**src/hdl/hfp_params.svh**
```systemverilog
`ifndef HFP_PARAMS_SVH
`define HFP_PARAMS_SVH
// host port byte offsets
`define HFP_RXD_BASE 8'h00
`define HFP_TXD_BASE 8'h20
`define HFP_ALIAS_MASK 8'he0
`define HFP_RXS_PORT 8'h40
`define HFP_RXS_PEEK 8'h44
`define HFP_TXS_PORT 8'h48
`define HFP_TXS_PEEK 8'h4c
`define HFP_ATTR_REG 8'h50
`define HFP_ID_REG 8'h54
`define HFP_CMD_REG 8'h58
`define HFP_SIZE_REG 8'h5c
// attribute register bit positions
`define HFP_BIT_W1C 0
`define HFP_BIT_RC 1
`define HFP_BIT_LL 2
`define HFP_BIT_LH 3
`define HFP_BIT_SC 4
`define HFP_KEEP_LSB 8
// reset values and depths
`define HFP_KEEP_RESET 8'h00
`define HFP_RXD_DEPTH 16
`define HFP_TXD_DEPTH 16
`define HFP_RXS_DEPTH 8
`define HFP_TXS_DEPTH 8
`define HFP_SIZE_RESET 24'h081010
`endif

```
**src/hdl/hfp_pkg.sv**
```systemverilog
package hfp_pkg;
    typedef struct packed {
        logic rd;
        logic wr;
        logic [7:0] addr;
        logic [31:0] wdata;
    } hfp_req_t;
    typedef struct packed {
        logic valid;
        logic [31:0] data;
    } hfp_beat_t;
    typedef enum logic [1:0] {
        SC_IDLE = 2'b01,
        SC_BUSY = 2'b10
    } hfp_sc_t;
endpackage

```
**src/hdl/hfp_host_ports.sv**
```systemverilog
// Contract
// - writes to a read-only register change nothing in the device
// - reads of a write-only register return all zeros
// - write-one-clear bit: writing 1 clears, 0 leaves, stays readable
// - clear-on-read bit is cleared by the host reading it
// - latch bits hold their latched condition until the register is read
// - keep-on-soft-reset fields survive a software reset
// - a full reset loads defaults into all registers but FIFO storage; a soft reset spares keepField, txLow, lvlSync, lvl, hostRdata and hostRvalid
// - four host FIFOs; data and rx status sizes set by a control register
// - rx status main port read returns oldest entry and pops it
// - rx status peek read returns oldest entry without popping
// - rx data FIFO is read-only; each 32-bit read pops the oldest word, a 16-bit host pops only on the upper-half read
// - rx data port is aliased over 8 dwords or 16 words
// - tx status main port read returns oldest entry and pops it
// - tx status peek read returns oldest entry, FIFO unchanged
// - tx data FIFO is write-only; each 32-bit write appends one word, a 16-bit host appends only on the upper-half write
// - tx data port is aliased over 8 dwords or 16 words
`timescale 1ns/1ns
`include "hfp_params.svh"
`default_nettype none

////////////////////////////////////////////////////////////////////////////////
module hfp_fifo #(
    parameter int DW = 32,
    parameter int DEPTH = 16,
    parameter int CW = $clog2(DEPTH + 1)
) (
    // clock and resets
    input wire logic clk,
    input wire logic reset,
    input wire logic clear,
    // fill side
    input wire logic push,
    input wire logic [DW-1:0] din,
    output logic ready,
    // drain side
    input wire logic pop,
    input wire logic [7:0] limit,
    output logic [DW-1:0] head,
    output logic [CW-1:0] count
);
    localparam int AW = (DEPTH > 1) ? $clog2(DEPTH) : 1;
    logic [DW-1:0] mem [DEPTH];
    logic [AW-1:0] wrPtr;
    logic [AW-1:0] rdPtr;
    logic doPush;
    logic doPop;
    logic [CW-1:0] next_count;

    function automatic logic [AW-1:0] bump(input logic [AW-1:0] p);
        return (p == AW'(DEPTH - 1)) ? '0 : p + 1'b1;
    endfunction

    assign doPush = push && ready;
    assign doPop = pop && (count != '0);
    assign head = mem[rdPtr];

    always_comb begin
        next_count = count;
        if (doPush && !doPop) begin
            next_count = count + 1'b1;
        end else if (doPop && !doPush) begin
            next_count = count - 1'b1;
        end
    end

    always_ff @(posedge clk or posedge reset) begin
        if (reset) begin
            wrPtr <= '0;
            rdPtr <= '0;
            count <= '0;
            ready <= 1'b0;
        end else if (clear) begin
            wrPtr <= '0;
            rdPtr <= '0;
            count <= '0;
            ready <= 1'b0;
        end else begin
            if (doPush) begin
                wrPtr <= bump(wrPtr);
            end
            if (doPop) begin
                rdPtr <= bump(rdPtr);
            end
            count <= next_count;
            // size register caps the usable depth
            ready <= (8'(next_count) < limit) && (next_count < CW'(DEPTH));
        end
    end

    // storage carries no reset; contents are dead until count says otherwise
    always_ff @(posedge clk) begin
        if (doPush) begin
            mem[wrPtr] <= din;
        end
    end
endmodule

////////////////////////////////////////////////////////////////////////////////
module hfp_host_ports import hfp_pkg::*; #(
    parameter int RXD_DEPTH = `HFP_RXD_DEPTH,
    parameter int TXD_DEPTH = `HFP_TXD_DEPTH,
    parameter int RXS_DEPTH = `HFP_RXS_DEPTH,
    parameter int TXS_DEPTH = `HFP_TXS_DEPTH,
    // arbitrary identification value
    parameter logic [31:0] ID_VALUE = 32'h0000_5a5a
) (
    // clock and resets
    input wire logic clk,
    input wire logic reset,
    input wire logic softReset,
    // host bus
    input wire logic bus16,
    input wire hfp_req_t hostReq,
    output logic [31:0] hostRdata,
    output logic hostRvalid,
    // datapath side
    input wire hfp_beat_t rxStsIn,
    output logic rxStsReady,
    input wire hfp_beat_t rxDataIn,
    output logic rxDataReady,
    input wire hfp_beat_t txStsIn,
    output logic txStsReady,
    output hfp_beat_t txDataOut,
    input wire logic txDataReady,
    // status events and controls
    input wire logic evtW1c,
    input wire logic evtRc,
    input wire logic linkLevelPin,
    input wire logic actionDone,
    output logic actionStart,
    output logic [7:0] keepOut,
    output logic [31:0] cmdData,
    output logic cmdStrobe
);
    localparam int RDW = $clog2(RXD_DEPTH + 1);
    localparam int TDW = $clog2(TXD_DEPTH + 1);
    localparam int RSW = $clog2(RXS_DEPTH + 1);
    localparam int TSW = $clog2(TXS_DEPTH + 1);

    logic [7:0] regAddr;
    logic hiHalf;
    logic [31:0] wmask;
    logic [31:0] wval;
    logic rdRxd;
    logic wrTxd;
    logic rdAttr;
    logic wrAttr;
    logic popRxs;
    logic popRxd;
    logic popTxs;
    logic popTxd;
    logic pushTxd;
    logic [31:0] txdDin;
    logic [31:0] rxsHead;
    logic [31:0] rxdHead;
    logic [31:0] txsHead;
    logic [31:0] txdHead;
    logic [RSW-1:0] rxsCount;
    logic [RDW-1:0] rxdCount;
    logic [TSW-1:0] txsCount;
    logic [TDW-1:0] txdCount;
    logic txdReady;
    logic rxHalf;
    logic txHalf;
    logic [15:0] txLow;
    logic [2:0] lvlSync;
    logic lvl;
    logic w1cBit;
    logic rcBit;
    logic llBit;
    logic lhBit;
    logic scBit;
    hfp_sc_t scState;
    logic [7:0] keepField;
    logic [23:0] sizeCfg;
    logic [31:0] attrWord;
    logic [31:0] rword;
    logic rhi;
    logic [31:0] next_rdata;

    function automatic logic inAlias(input logic [7:0] a, input logic [7:0] base);
        return (a & `HFP_ALIAS_MASK) == base;
    endfunction

    ////////////////////////////////////////////////////////////////////////////
    // address decode and 16-bit lane steering
    assign regAddr = {hostReq.addr[7:2], 2'b00};
    assign hiHalf = bus16 && hostReq.addr[1];
    assign wmask = !bus16 ? 32'hffffffff : (hostReq.addr[1] ? 32'hffff0000 : 32'h0000ffff);
    assign wval = bus16 ? {hostReq.wdata[15:0], hostReq.wdata[15:0]} : hostReq.wdata;
    assign rdRxd = hostReq.rd && inAlias(hostReq.addr, `HFP_RXD_BASE);
    assign wrTxd = hostReq.wr && inAlias(hostReq.addr, `HFP_TXD_BASE);
    assign rdAttr = hostReq.rd && (regAddr == `HFP_ATTR_REG) && !hiHalf;
    assign wrAttr = hostReq.wr && (regAddr == `HFP_ATTR_REG);
    // a 16-bit host pops only after taking the upper half
    assign popRxs = hostReq.rd && (regAddr == `HFP_RXS_PORT) && (!bus16 || hostReq.addr[1]);
    assign popTxs = hostReq.rd && (regAddr == `HFP_TXS_PORT) && (!bus16 || hostReq.addr[1]);
    assign popRxd = rdRxd && (!bus16 || rxHalf);
    assign pushTxd = wrTxd && (!bus16 || txHalf);
    assign txdDin = bus16 ? {hostReq.wdata[15:0], txLow} : hostReq.wdata;
    assign popTxd = (!txDataOut.valid || txDataReady) && (txdCount != '0);
    assign scBit = (scState == SC_BUSY);
    assign attrWord = {16'h0000, keepField, 3'b000, scBit, lhBit, llBit, rcBit, w1cBit};

    ////////////////////////////////////////////////////////////////////////////
    // the four FIFOs; a software reset empties them all
    hfp_fifo #(.DW(32), .DEPTH(RXS_DEPTH)) rxsFifo (
        .clk(clk), .reset(reset), .clear(softReset),
        .push(rxStsIn.valid), .din(rxStsIn.data), .ready(rxStsReady),
        .pop(popRxs), .limit(sizeCfg[23:16]), .head(rxsHead), .count(rxsCount)
    );
    hfp_fifo #(.DW(32), .DEPTH(RXD_DEPTH)) rxdFifo (
        .clk(clk), .reset(reset), .clear(softReset),
        .push(rxDataIn.valid), .din(rxDataIn.data), .ready(rxDataReady),
        .pop(popRxd), .limit(sizeCfg[7:0]), .head(rxdHead), .count(rxdCount)
    );
    hfp_fifo #(.DW(32), .DEPTH(TXS_DEPTH)) txsFifo (
        .clk(clk), .reset(reset), .clear(softReset),
        .push(txStsIn.valid), .din(txStsIn.data), .ready(txStsReady),
        .pop(popTxs), .limit(8'(TXS_DEPTH)), .head(txsHead), .count(txsCount)
    );
    hfp_fifo #(.DW(32), .DEPTH(TXD_DEPTH)) txdFifo (
        .clk(clk), .reset(reset), .clear(softReset),
        .push(pushTxd), .din(txdDin), .ready(txdReady),
        .pop(popTxd), .limit(sizeCfg[15:8]), .head(txdHead), .count(txdCount)
    );

    ////////////////////////////////////////////////////////////////////////////
    // read data mux
    always_comb begin
        rword = 32'h00000000;
        rhi = hiHalf;
        if (inAlias(hostReq.addr, `HFP_RXD_BASE)) begin
            rword = (rxdCount != '0) ? rxdHead : 32'h00000000;
            rhi = bus16 && rxHalf;
        end else if (regAddr == `HFP_RXS_PORT || regAddr == `HFP_RXS_PEEK) begin
            rword = (rxsCount != '0) ? rxsHead : 32'h00000000;
        end else if (regAddr == `HFP_TXS_PORT || regAddr == `HFP_TXS_PEEK) begin
            rword = (txsCount != '0) ? txsHead : 32'h00000000;
        end else if (regAddr == `HFP_ATTR_REG) begin
            rword = attrWord;
        end else if (regAddr == `HFP_ID_REG) begin
            rword = ID_VALUE;
        end else if (regAddr == `HFP_SIZE_REG) begin
            rword = {8'h00, sizeCfg};
        end else begin
            // write-only ports and unmapped locations read as zero
            rword = 32'h00000000;
        end
        next_rdata = bus16 ? {16'h0000, rhi ? rword[31:16] : rword[15:0]} : rword;
    end

    always_ff @(posedge clk or posedge reset) begin
        if (reset) begin
            hostRdata <= 32'h00000000;
            hostRvalid <= 1'b0;
        end else begin
            hostRvalid <= hostReq.rd;
            if (hostReq.rd) begin
                hostRdata <= next_rdata;
            end
        end
    end

    ////////////////////////////////////////////////////////////////////////////
    // 16-bit half tracking for the data ports
    always_ff @(posedge clk or posedge reset) begin
        if (reset) begin
            rxHalf <= 1'b0;
            txHalf <= 1'b0;
            txLow <= 16'h0000;
        end else if (softReset || !bus16) begin
            rxHalf <= 1'b0;
            txHalf <= 1'b0;
        end else begin
            if (rdRxd && rxdCount != '0) begin
                rxHalf <= !rxHalf;
            end
            if (wrTxd) begin
                txHalf <= !txHalf;
                if (!txHalf) begin
                    txLow <= hostReq.wdata[15:0];
                end
            end
        end
    end

    // registered drain stage so the datapath sees flop outputs
    always_ff @(posedge clk or posedge reset) begin
        if (reset) begin
            txDataOut <= '0;
        end else if (softReset) begin
            txDataOut <= '0;
        end else if (!txDataOut.valid || txDataReady) begin
            txDataOut.valid <= (txdCount != '0);
            txDataOut.data <= txdHead;
        end
    end

    ////////////////////////////////////////////////////////////////////////////
    // level pin synchroniser; a change counts once stages two and three agree
    always_ff @(posedge clk or posedge reset) begin
        if (reset) begin
            // reset to the pin's idle high level so no false low follows reset
            lvlSync <= 3'b111;
            lvl <= 1'b1;
        end else begin
            lvlSync <= {lvlSync[1:0], linkLevelPin};
            if (lvlSync[1] == lvlSync[2]) begin
                lvl <= lvlSync[2];
            end
        end
    end

    // status bits; a hardware set always beats a host clear in the same cycle
    always_ff @(posedge clk or posedge reset) begin
        if (reset) begin
            w1cBit <= 1'b0;
            rcBit <= 1'b0;
            llBit <= 1'b1;
            lhBit <= 1'b0;
        end else if (softReset) begin
            w1cBit <= 1'b0;
            rcBit <= 1'b0;
            llBit <= 1'b1;
            lhBit <= 1'b0;
        end else begin
            w1cBit <= evtW1c || (w1cBit && !(wrAttr && wmask[`HFP_BIT_W1C] && wval[`HFP_BIT_W1C]));
            rcBit <= evtRc || (rcBit && !rdAttr);
            llBit <= lvl && (llBit || rdAttr);
            lhBit <= lvl || (lhBit && !rdAttr);
        end
    end

    // self-clearing start bit
    always_ff @(posedge clk or posedge reset) begin
        if (reset) begin
            scState <= SC_IDLE;
            actionStart <= 1'b0;
        end else if (softReset) begin
            scState <= SC_IDLE;
            actionStart <= 1'b0;
        end else begin
            actionStart <= 1'b0;
            case (scState)
                SC_IDLE: begin
                    if (wrAttr && wmask[`HFP_BIT_SC] && wval[`HFP_BIT_SC]) begin
                        scState <= SC_BUSY;
                        actionStart <= 1'b1;
                    end
                end
                SC_BUSY: begin
                    if (actionDone) begin
                        scState <= SC_IDLE;
                    end
                end
                default: scState <= SC_IDLE;
            endcase
        end
    end

    // field that only a full reset returns to default
    always_ff @(posedge clk or posedge reset) begin
        if (reset) begin
            keepField <= `HFP_KEEP_RESET;
        end else if (wrAttr) begin
            keepField <= (keepField & ~wmask[15:8]) | (wval[15:8] & wmask[15:8]);
        end
    end
    assign keepOut = keepField;

    // size and command registers; the ID register has no write path at all
    always_ff @(posedge clk or posedge reset) begin
        if (reset) begin
            sizeCfg <= `HFP_SIZE_RESET;
            cmdData <= 32'h00000000;
            cmdStrobe <= 1'b0;
        end else if (softReset) begin
            sizeCfg <= `HFP_SIZE_RESET;
            cmdData <= 32'h00000000;
            cmdStrobe <= 1'b0;
        end else begin
            cmdStrobe <= hostReq.wr && (regAddr == `HFP_CMD_REG);
            if (hostReq.wr && regAddr == `HFP_SIZE_REG) begin
                sizeCfg <= (sizeCfg & ~wmask[23:0]) | (wval[23:0] & wmask[23:0]);
            end
            if (hostReq.wr && regAddr == `HFP_CMD_REG) begin
                cmdData <= (cmdData & ~wmask) | (wval & wmask);
            end
        end
    end
endmodule
`default_nettype wire

```
**config.mk**
```make
export PLATFORM = sky130hd
export DESIGN_NAME = hfp_host_ports
export DESIGN_NICKNAME = d
export VERILOG_FILES = /design/src/hdl/hfp_pkg.sv /design/src/hdl/hfp_host_ports.sv
export VERILOG_INCLUDE_DIRS = /design/src /design/src/hdl
export SDC_FILE = /design/constraint.sdc
export NUM_CORES = 2
export LEC_CHECK = 0
export BUFFER_PORTS_ARGS = -buffer_cell sky130_fd_sc_hd__buf_4
export CORE_ASPECT_RATIO = 1.2
export CORE_MARGIN = 2
export CORE_UTILIZATION = 43
export DETAILED_ROUTE_END_ITERATION = 7
export SETUP_SLACK_MARGIN = 0.02
export SKIP_CTS_REPAIR_TIMING = 1
export SYNTH_ARGS = -nofsm -noshare
export SYNTH_HDL_FRONTEND = slang
export SYNTH_SLANG_ARGS = --single-unit
```
**constraint.sdc**
```tcl
create_clock -name clk -period 8.2 [get_ports clk]
set_input_delay 1.23 -clock clk [delete_from_list [all_inputs] [get_ports clk]]
set_output_delay 1.23 -clock clk [all_outputs]
set_load 0.05 [all_outputs]
```
==> flow_summary.ini <==
[synthesis]
avgSynthCellArea_um2 = 20.1
syn_nets = 3595
yosysWarnings = 0
synth_edf_count = 1536
yosysUniqueCellTypes = 72
synth_seq_cells = 1746
syn_inst = 3408
yosysSeqAreaShare_pct = 75.0
synth_area_um2 = 68500
ys.flop_type = edfxtp_1
synthArstFlopShare_pct = 12.0

[drt]
vias = 34400
drt_iter0_drc = 3692
via_per_inst = 5.74
firstDrtPassIters = 5
wl_mm = 177
routedWlPerCell_um = 29.5
ant_nets = 0
drc_errors = 0

[worst_setup_path]
critical_path_class = in -> reg
crit_path_end_kind = register
worstReg2RegStart = rxsFifo.rdPtr[1]
rr_worst_depth = 6
crit_arrival_ns = 4.63
startpoint_type = primary input
r2r-end = hostRdata[23]
r2r_setup_slack_ns = 4.30
path_max_fanout = 23
cp.required_ns = 8.93

[floorplanning]
die_x_um = 368
num_rows = 160
die-area_um2 = 163000
die_h_um = 441
ios = 261
core_um2 = 158000
start_util_pct = 43.3

[sta]
fin_crit_sh_pct = 47.6
fmax_mhz = 256
rsz0062_at_grt = false
final_max_slew_viol_count = 0
finalCriticalPeriod_ns = 3.90
fin_setup_tns_ns = 0
maxSlewHeadroom_pct = 14.7
finalHoldViolCount = 0
setup_viol = 0
skew_ns = 0.0459
worst-slew-pin-transition_ns = 1.25

[cts]
cts_tree = yes
clk_latency_ns = 0.83
htree_num_levels = 4
cts_root_buffer = clkbuf_16
cts_max_path_buffers = 3
clock_sinks = 1746
clk_pin_slew_ns = 0.06
cts_buffers = 172

[finish]
drive_gt1_share_pct = 28.7
nets = 3926
mostFrequentLayoutCells = 1,536 x edfxtp_1, 396 x mux4_2, 341 x buf_4
area_delta_synth_final_pct = 14.7
design_area_um2 = 78600
final_common_cell = edfxtp_1
n_fill_cell = 12900
finalCoreUtilization_pct = 49.6

[run_status]
run_status = finished clean

[global_route]
antenna_found_initial = 25
gr-total-overflow = 0
globalRouteTotalUtil_pct = 21.8
grt_pass1_vias = 34800
grt_max_degree = 105
grt_pass1_wl_mm = 252

[hold_path]
hold_class = reg -> reg
hold_depth = 0
whs_endpoint = lvlSync[1]
min_from = lvlSync[0]

[power]
power_w = 0.0197
p_leak_nw = 25.5
powerDensity_nw_per_um2 = 250
ir_drop_mv = 0.234

[placed_design]
port_buffers = 259
gp_congestion = 0.825
placed_area_um2 = 73100
dpl.hpwl_mm = 106

[run]
drv_cap = 0
-- power breakdown --
group          leakage (nW)  switching, W  total (W)  internal, W
clock                  2.62       0.00338    0.00763      0.00425
combinational          6.23       0.00114    0.00199     0.000850
sequential             16.6      0.000177     0.0100      0.00987
-- cells in the mapped netlist (4+ instances only) --
library cell / n / share of area, %
a2111oi_0: 12 / 0.15
a211o_1: 5 / 0.064
a211oi_1: 43 / 0.47
a21o_1: 4 / 0.044
a21oi_1: 76 / 0.56
a221o_1: 17 / 0.25
a221oi_1: 16 / 0.20
a22o_1: 26 / 0.33
a22oi_1: 9 / 0.099
a311oi_1: 4 / 0.051
a31o_2: 4 / 0.051
a31oi_1: 5 / 0.046
and2_1: 46 / 0.42
and3_1: 17 / 0.16
buf_1: 30 / 0.16
buf_2: 56 / 0.41
buf_4: 15 / 0.16
clkbuf_1: 84 / 0.46
dfrtp_1: 201 / 7.3
dfstp_2: 9 / 0.35
edfxtp_1: 1536 / 67
ha_1: 37 / 0.68
inv_1: 35 / 0.19
mux2_2: 54 / 0.89
mux2i_1: 137 / 2.0
mux4_2: 396 / 13
nand2_1: 152 / 0.83
nand2b_1: 20 / 0.18
nand3_1: 18 / 0.13
nand4_1: 4 / 0.037
nor2_1: 115 / 0.63
nor2b_1: 29 / 0.26
nor3_1: 48 / 0.35
nor3b_1: 7 / 0.077
nor4_1: 4 / 0.037
o211ai_1: 14 / 0.15
o21ai_0: 19 / 0.14
o22ai_1: 17 / 0.16
o2bb2ai_1: 16 / 0.20
o31ai_1: 5 / 0.055
xnor2_1: 13 / 0.17
xor2_1: 7 / 0.089
-- critical path, stage by stage --
cell      delay, ns
buf_4          0.33
inv_1          0.53
nor4_4         0.75
nand2_1        0.27
mux2i_1        0.28
xor2_1         0.22
ha_1           0.27
a21o_1         0.18
a221o_1        0.35
a211oi_2       0.18
-- registers in the layout, indices dropped and copies added (netlist names), 5 cells and up, named ones only --
register	cells
txdFifo.mem	512
txDataOut	33
rxdFifo.count	5
sizeCfg	24
rxsFifo.mem	256
hostRdata	32
txdFifo.count	5
txLow	16
cmdData	32
rxdFifo.mem	512
txsFifo.mem	256
-- stage by stage --
stage | instances | hold slack [ns] | worst slack (ns)
floorplan | 3408 | 0.345 | 1.25
global placement | 5671 | 0.354 | 3.50
detailed placement | 5671 | 0.351 | 3.54
CTS | 5988 | 0.357 | 4.29
global route | 5989 | 0.362 | 4.10
finish | 5993 | 0.361 | 4.30
-- metal layers --
metal,part of all wire [%],vias up,global-route usage [%]
met3,7.8,262,5.59
met2,50,1208,36.1
li1,-,14600,-
met1,39,18300,28.0
met4,3.2,36,7.61
met5,0.13,-,0
-- worst max-delay path by stage --
stage               depth (start not counted)        startpoint                    endpoint
floorplan                                   1             reset  asynchronous set/reset pin
global placement                           10       hostReq[41]               rxsFifo.ready
detailed placement                         10       hostReq[41]               rxsFifo.ready
CTS                                         6  rxsFifo.rdPtr[1]               hostRdata[23]
global route                                6  rxdFifo.rdPtr[0]               hostRdata[23]
finish                                     10       hostReq[41]               rxsFifo.ready
-- area by class of cell --
type	instances	area, um2	share of cell area [%]
Clock inverter	71	711	0.904
Sequential cell	1746	51400	65.4
Clock buffer	246	4740	6.04
Timing Repair Buffer	343	2600	3.31
Antenna cell	5	12.5	0.0159
Tap cell	2106	2640	3.35
Inverter	35	139	0.177
Multi-Input combinational cell	1441	16300	20.8
-- kinds of logic (layout without fill, tap and decap cells) --
logic type / after synthesis / count (layout) / share of synthesized area [%]
compound gates: 314 / 314 / 3.31
xor+xnor: 20 / 20 / 0.256
fa+ha+maj: 38 / 38 / 0.690
buf+inv: 221 / 695 / 1.41
flops: 1746 / 1746 / 75.0
mux: 587 / 587 / 15.9
other cells: 0 / 5 / 0
simple gates: 482 / 482 / 3.42
Note: power is estimated with default switching activity, not from simulation.
